===== src/hdl/ald_pkg.sv =====
/*
  ald_pkg: shared constants and carriers for the amplifier load and clip
  diagnostics block. Assumes one 20 MHz clock and four amplifier channels.
*/
package ald_pkg;
  localparam int NUM_CH = 4;            // amplifier channels
  localparam int PEAK_HITS = 4;         // comparator firings that prove an ac load
  localparam int CNT_W = 3;             // crossing counter width
  // dc load encodings
  localparam logic [1:0] DCL_NORMAL = 2'h0;
  localparam logic [1:0] DCL_LINEDRV = 2'h1;
  localparam logic [1:0] DCL_OPEN = 2'h2;
  localparam logic [1:0] DCL_INVALID = 2'h3;
  // clip threshold codes
  localparam logic [1:0] CLIP_2PCT = 2'h0;
  localparam logic [1:0] CLIP_5PCT = 2'h1;
  localparam logic [1:0] CLIP_10PCT = 2'h2;
  // low-voltage clip extension codes
  localparam logic [1:0] LV_10V = 2'h0;   // blocked below 10 V
  localparam logic [1:0] LV_7V5 = 2'h1;   // run down to 7.5 V
  localparam logic [1:0] LV_6V = 2'h2;    // run down to 6 V
  // channel status byte field positions
  localparam int SB_DCL_HI = 5;
  localparam int SB_DCL_LO = 4;
  localparam int SB_SHORT_LOAD = 3;
  localparam int SB_OFFSET = 2;
  localparam int SB_SHORT_SUP = 1;
  localparam int SB_SHORT_GND = 0;
  localparam int GB_DIAG_BUSY = 5;      // global status byte busy bit

  // per-channel analog indications
  typedef struct packed {
    logic       short_load;   // shorted load comparator
    logic       short_sup;    // short to supply comparator
    logic       short_gnd;    // short to ground comparator
    logic       offset_in;    // output inside the offset window
    logic       peak_hit;     // peak current comparator pulse
    logic [2:0] clip_lvl;     // distortion above 2/5/10 percent
  } ald_ana_t;

  // per-channel latched state
  typedef struct packed {
    logic [1:0]       dcl;
    logic             short_load;
    logic             short_sup;
    logic             short_gnd;
    logic             offset;
    logic             ac_load;
    logic [CNT_W-1:0] hits;
  } ald_ch_t;
endpackage


===== src/hdl/ald_diag.sv =====
/*
  ald_diag: status latches, ac-load counting, clip routing and output
  mode selection of a four-channel amplifier.
  Assumes control bytes arrive already decoded from the serial interface,
  analog comparators are synchronous to clk, and status_read_done pulses
  once after all five status bytes went out in one transfer.
*/
`timescale 1ns/10ps
`default_nettype none
module ald_diag #(
  parameter int NCH = ald_pkg::NUM_CH
) (
  input  wire logic                 clk,
  input  wire logic                 sys_rst,
  // decoded control fields (zero after reset upstream as well)
  input  wire logic                 ac_enable_wr,     // write of control_byte_1 ac enable = 1
  input  wire logic                 ac_view_sel,      // control_byte_4 view select
  input  wire logic                 high_current,     // control_byte_4 current mode
  input  wire logic                 line_driver_sel,  // control_byte_4 mode bit
  input  wire logic                 gain_front_16,    // control_byte_3 front pair 16 dB
  input  wire logic                 gain_rear_16,     // control_byte_3 rear pair 16 dB
  input  wire logic [1:0]           clip_thresh,      // clip level code
  input  wire logic [1:0]           clip_lv_mode,     // low voltage clip extension
  input  wire logic [NCH-1:0]       clip_to_stb,      // 1 routes clip to standby pin
  input  wire logic                 temp_on_fault,    // show temperature on fault pin
  input  wire logic                 load_on_fault,    // show load faults on fault pin
  // start-up diagnostics engine
  input  wire logic                 diag_start,       // diagnostics cycle begins
  input  wire logic                 diag_done,        // diagnostics cycle completes
  input  wire logic [2*NCH-1:0]     diag_result,      // measured dc load codes
  input  wire logic                 engine_start,     // measurement disturbed
  input  wire logic                 amp_started,      // amplifier start-up finished
  // supply monitors and analog
  input  wire logic                 sup_above_10v,
  input  wire logic                 sup_above_7v5,
  input  wire logic                 sup_above_6v,
  input  wire logic                 temp_warn,
  input  wire ald_pkg::ald_ana_t [NCH-1:0] ana,
  input  wire logic                 status_read_done, // full five-byte read finished
  // outputs
  output logic [8*NCH-1:0]          channel_status_byte,
  output logic [7:0]                global_status_byte,
  output logic                      fault_pin,        // active high indication
  output logic                      standby_mode_pin, // active high clip indication
  output logic                      cm_reduced,       // 1 selects 0.23 of supply
  output logic [1:0]                gain_16db         // {rear, front} low gain
);

  // whole module state in one struct
  typedef struct packed {
    ald_pkg::ald_ch_t [NCH-1:0] ch;
    logic                       busy;
    logic                       ac_run;
    logic [8*NCH-1:0]           csb;
    logic [7:0]                 gsb;
    logic                       fault;
    logic                       stb;
    logic                       cmr;
    logic [1:0]                 gain;
  } ald_state_t;

  ald_state_t st;       // registered state
  ald_state_t next_st;  // next state

  logic [NCH-1:0] clip_now;  // qualified clip per channel
  logic           clip_ok;   // supply allows clip indication

  // clip qualification: supply gate and threshold pick
  always_comb begin
    unique case (clip_lv_mode)
      ald_pkg::LV_7V5: clip_ok = sup_above_7v5;
      ald_pkg::LV_6V:  clip_ok = sup_above_6v;
      default:         clip_ok = sup_above_10v;
    endcase
    for (int i = 0; i < NCH; i++) begin
      unique case (clip_thresh)
        ald_pkg::CLIP_5PCT:  clip_now[i] = ana[i].clip_lvl[1] & clip_ok;
        ald_pkg::CLIP_10PCT: clip_now[i] = ana[i].clip_lvl[2] & clip_ok;
        default:             clip_now[i] = ana[i].clip_lvl[0] & clip_ok;
      endcase
    end
  end

  // next-state logic for all latches and indicator pins
  always_comb begin
    logic fault_any;
    logic stb_any;
    fault_any = temp_warn & temp_on_fault;
    stb_any = 1'b0;
    next_st = st;
    // busy flag follows the diagnostics engine; done wins over restart
    if (diag_start) begin
      next_st.busy = 1'b1;
    end
    if (diag_done) begin
      next_st.busy = 1'b0;
    end
    // ac measurement runs from the enable write; needs finished start-up
    if (ac_enable_wr) begin
      next_st.ac_run = 1'b1;
    end
    for (int i = 0; i < NCH; i++) begin
      // dc load code: only start and completion may move it
      if (diag_start) begin
        next_st.ch[i].dcl = ald_pkg::DCL_INVALID;
      end else if (diag_done) begin
        // a disturbed measurement cannot be trusted
        next_st.ch[i].dcl = engine_start ? ald_pkg::DCL_INVALID
                                         : diag_result[2*i +: 2];
      end
      // short flags: read clears, live fault sets again (set wins)
      if (status_read_done) begin
        next_st.ch[i].short_load = 1'b0;
        next_st.ch[i].short_sup = 1'b0;
        next_st.ch[i].short_gnd = 1'b0;
      end
      if (ana[i].short_load) next_st.ch[i].short_load = 1'b1;
      if (ana[i].short_sup) next_st.ch[i].short_sup = 1'b1;
      if (ana[i].short_gnd) next_st.ch[i].short_gnd = 1'b1;
      // offset latch: read arms; inside window clears until next read
      if (status_read_done) begin
        next_st.ch[i].offset = 1'b1;
      end else if (ana[i].offset_in) begin
        next_st.ch[i].offset = 1'b0;
      end
      // crossing counter of peak_hit pulses; high_current is not used in this module
      if (ac_enable_wr) begin
        next_st.ch[i].hits = '0;
        next_st.ch[i].ac_load = 1'b0;
      end else if (st.ac_run && amp_started && ana[i].peak_hit
                   && !st.ch[i].ac_load) begin
        if (st.ch[i].hits == ald_pkg::CNT_W'(ald_pkg::PEAK_HITS - 1)) begin
          next_st.ch[i].ac_load = 1'b1;
        end
        next_st.ch[i].hits = st.ch[i].hits + 1'b1;
      end
      // status byte view: dc code or ac bit, the hidden one keeps its value
      next_st.csb[8*i +: 8] = 8'h00;
      if (ac_view_sel) begin
        next_st.csb[8*i + ald_pkg::SB_DCL_LO] = st.ch[i].ac_load;
      end else begin
        next_st.csb[8*i + ald_pkg::SB_DCL_LO +: 2] = st.ch[i].dcl;
      end
      next_st.csb[8*i + ald_pkg::SB_SHORT_LOAD] = st.ch[i].short_load;
      next_st.csb[8*i + ald_pkg::SB_OFFSET] = st.ch[i].offset;
      next_st.csb[8*i + ald_pkg::SB_SHORT_SUP] = st.ch[i].short_sup;
      next_st.csb[8*i + ald_pkg::SB_SHORT_GND] = st.ch[i].short_gnd;
      // pins show live conditions, independent of latches
      if (load_on_fault && (ana[i].short_load | ana[i].short_sup | ana[i].short_gnd)) begin
        fault_any = 1'b1;
      end
      if (clip_to_stb[i]) begin
        stb_any = stb_any | clip_now[i];
      end else begin
        fault_any = fault_any | clip_now[i];
      end
    end
    next_st.gsb = 8'h00;
    next_st.gsb[ald_pkg::GB_DIAG_BUSY] = st.busy;
    next_st.fault = fault_any;
    next_st.stb = stb_any;
    next_st.gain = {gain_rear_16, gain_front_16};
    next_st.cmr = gain_front_16 & gain_rear_16 & line_driver_sel;
  end

  // state register; reset zeroes counters, latches and flags
  always_ff @(posedge clk) begin
    if (sys_rst) begin
      next_st_reset_guard: begin
        st <= '0;
      end
    end else begin
      st <= next_st;
    end
  end

  // outputs straight from flip-flops
  assign channel_status_byte = st.csb;
  assign global_status_byte = st.gsb;
  assign fault_pin = st.fault;
  assign standby_mode_pin = st.stb;
  assign cm_reduced = st.cmr;
  assign gain_16db = st.gain;

endmodule
`default_nettype wire


===== config.mk =====
export PLATFORM = sky130hd
export DESIGN_NAME = ald_diag
export DESIGN_NICKNAME = d
export VERILOG_FILES = /design/src/hdl/ald_pkg.sv /design/src/hdl/ald_diag.sv
export SDC_FILE = /design/constraint.sdc
export NUM_CORES = 1
export LEC_CHECK = 0
export BUFFER_PORTS_ARGS = -buffer_cell sky130_fd_sc_hd__buf_2
export CAP_MARGIN = 25
export CORE_AREA = 2 2 89 91
export CTS_BUF_LIST = sky130_fd_sc_hd__clkbuf_8
export CTS_CLUSTER_DIAMETER = 50
export CTS_CLUSTER_SIZE = 25
export DETAILED_ROUTE_END_ITERATION = 12
export DIE_AREA = 0 0 91 93
export PLACE_DENSITY = 0.66
export SLEW_MARGIN = 20
export SYNTH_ARGS = -nofsm -noshare
export SYNTH_HDL_FRONTEND = slang
export SYNTH_SLANG_ARGS = --single-unit

===== constraint.sdc =====
create_clock -name clk -period 5.9 [get_ports clk]
set_clock_uncertainty 0.2 [all_clocks]
set_input_delay 1.77 -clock clk [delete_from_list [all_inputs] [get_ports clk]]
set_output_delay 1.77 -clock clk [all_outputs]
set_load 0.02 [all_outputs]

==> metrics.md <==
| Metric | Value |
|---|---|
| Max FO, Critical Path | 8 |
| Clock share of power | 36.6% |
| Worst setup SP type | input pin |
| Maximum level of the CTS H-tree | 3 |
| CTS Buf Count | 9 |
| Number of port buffers | 95 |
| Final Critical Period | 3.04 ns |
| Initial drt markers | 41 |
| Comb power frac | 11.5% |
| First-pass GRT wire length | 9.00 mm |
| Via count | 2122 |
| Most frequent cell after synthesis | dfxtp_1 |
| Critical path class | in2reg |
| Post-synth top cells | dfxtp_1, nor2_1, buf_4 |
| Outcome | completed |
| Synthesized cell area | 2920 um2 |
| Fmax | 329 MHz |
| Sw power | 240 uW |
| Yosys warnings | 0 |
| Max Slew Vio Count | 0 |
| Arrival time worst endpoint | 3.05 ns |
| Max cap viols | 0 |
| # IOs | 112 |
| Drt via density | 4.40 |
| DRT antenna net count | 0 |
| Pre-CTS setup slack | 2.50 ns |
| Final Cycle Share | 51.5% |
| Total core area | 7530 um2 |
| Placer congestion estimate | 0.838 |
| Pwr/cell area | 293 nW/um2 |
| GRT Residual Overflow | 0 |
| Seq cells post-synth | 72 |
| Setup TNS | 0 ns |
| Initial Utilization | 38.8% |
| DIE AREA | 8460 um2 |
| Critical path endpoint category | register |
| Die width | 91 um |
| Skew-Pair Late Insertion Delay | 0.33 ns |
| Post CTS Setup Buffer Count | 0 |
| Total clock sinks | 72 |
| Post-DP HPWL | 4.07 mm |
| Largest net degree at the start of global routing | 34 |
| Post-Syn Area per Cell | 9.45 um2 |
| Final Hold Viols | 0 |
| CP Data Required Time | 5.91 ns |
| CP cell instances | buf_2 -> inv_1 -> ha_1 -> a221oi_1 -> nor3_1 -> o41ai_1 -> o21ai_1 |
| Yosys cell types | 33 |
| RSZ-0062 raised after global routing | false |
| Post-cts gate resize count | 0 |
| Cell taking the most area after synthesis | dfxtp_1 |
| WL final | 5.36 mm |
| Family with the most delay on the worst path | compound AO/OA/AOI/OAI gates |
| Chip Height | 93 um |
| Fraction of layout cells with a size suffix above 1 | 29.7% |
| Seq pwr share | 51.9% |
| Root buffer cell | clkbuf_8 |
| Crit path largest cell delay | 0.39 ns |
| Final net count | 456 |
| Post-synth EDFFs | 0 |
| Post-route cell area | 3410 um2 |
| Vias in the first global route | 1945 |
| Reg clk slew, reported paths | 0.07 ns |
| Max VDD drop | 0.117 mV |
| Rows | 32 |
| Area Overhead vs Synth | 16.7% |
| CTS tree | done |
| Worst path slowest cell | ha_1 |
| Leak | 1.60 nW |
| Ant diodes | 0 |
| CP bufs+invs | 2 |
| Async set-reset flop share out of synthesis | 0% |
| Hold crit path type | reg2reg |
| Internal | 758 uW |
| Top-area cell type share of the netlist area | 49.4% |
| Max Root-Sink Buffers | 2 |
| Initial DRT Pass Iterations | 4 |
| Syn Inst Count | 309 |
| Register area share after synthesis | 49.4% |
| GR Util All Layers | 13.4% |
| DR WL/cell | 11.1 um |
| Finish-stage setup viols | 0 |
| Final Worst Setup Slack | 2.86 ns |
| Placed inst area | 3220 um2 |
| Synth top area cells | dfxtp_1, buf_4, nor2_1 |
| Number of hold buffers added after CTS | 0 |
| Initial antenna violation count | 0 |
| Sw Share | 24.0% |
| Drt drc | 0 |
| Primary FF master, synth | dfxtp_1 |
| Setup slack, reg-to-reg | 4.52 ns |
==> layer usage <==
layer  up-vias  share of wire, %  GRT usage [%]
li1       1107                 -              -
met1       941                43           16.1
met2        66                48           21.9
met3         8               7.6           4.43
met4         0               1.3           5.68
met5         -                 0              0
==> layout by cell type (no fill, tap or decap), types with 3 or more instances in the layout <==
| master | synthesis | final |
|---|---|---|
| a221oi_2 | 3 | 3 |
| nand3_1 | 5 | 5 |
| a31oi_1 | 4 | 4 |
| xnor2_1 | 4 | 4 |
| buf_2 | 3 | 95 |
| ha_1 | 12 | 12 |
| a22oi_1 | 3 | 3 |
| conb_1 | 1 | 15 |
| nor2b_1 | 22 | 22 |
| nor3_1 | 6 | 6 |
| clkbuf_8 | 0 | 10 |
| a211oi_1 | 4 | 4 |
| nand2b_1 | 5 | 5 |
| inv_1 | 10 | 11 |
| nor2_1 | 46 | 46 |
| nor4_1 | 3 | 3 |
| a21oi_1 | 24 | 24 |
| o22ai_1 | 6 | 6 |
| dfxtp_1 | 72 | 72 |
| and2_1 | 5 | 5 |
| mux2i_1 | 8 | 8 |
==> through the flow <==
step	hold slack (ns)	power [mW]	utilization, %	instances
after floorplan	0.230	0.619	-	323
after global placement	0.241	0.642	42.8	468
after detailed placement	0.242	0.644	42.8	468
after CTS	0.258	1.01	45.3	482
after global routing	0.278	1.05	45.3	482
final	0.255	0.997	45.3	482
==> power groups by stage <==
stage / registers [mW] / logic (mW) / clock network (mW)
after CTS: 0.517 / 0.116 / 0.380
final: 0.517 / 0.115 / 0.365
after global placement: 0.528 / 0.114 / 0
after detailed placement: 0.529 / 0.116 / 0
after global routing: 0.520 / 0.129 / 0.404
after floorplan: 0.529 / 0.0900 / 0
==> state kept, by name, summed over array words and instances (netlist names) <==
register             count
next_st                 17
global_status_byte       1
channel_status_byte     24
standby_mode_pin         1
gain_16db                2
cm_reduced               1
st                      25
fault_pin                1
==> worst paths after layout <==
| path | cells after the start | endpoint | startpoint |
|---|---|---|---|
| worst max register to register | 4 | st[58] | st[45] |
| worst min register to register | 1 | channel_status_byte[29] | st[86] |
| worst max-delay path | 7 | fault_pin | clip_thresh[0] |
| worst min-delay path | 1 | channel_status_byte[29] | st[86] |
==> final cells by class <==
type,count,area (um2)
clock buffers,10,138
clock inverters,4,47.5
fillers,767,4120
inverters,10,37.5
multi-input cells,188,1130
flip-flops and latches,72,1440
well taps,102,128
repair buffers,96,483
==> cells by family (layout without fill, tap and decap cells) <==
group | Yosys count | after routing | synth area share [%]
AO/OA/AOI/OAI | 51 | 51 | 11.3
XOR/XNOR | 4 | 4 | 1.20
adder cells (fa/ha/maj) | 12 | 12 | 5.14
buffers and inverters | 63 | 120 | 13.7
flip-flops | 72 | 72 | 49.4
multiplexers | 8 | 8 | 2.74
other | 1 | 15 | 0.128
AND/OR/NAND/NOR | 98 | 98 | 16.5
(Power assumes the default switching activity.)
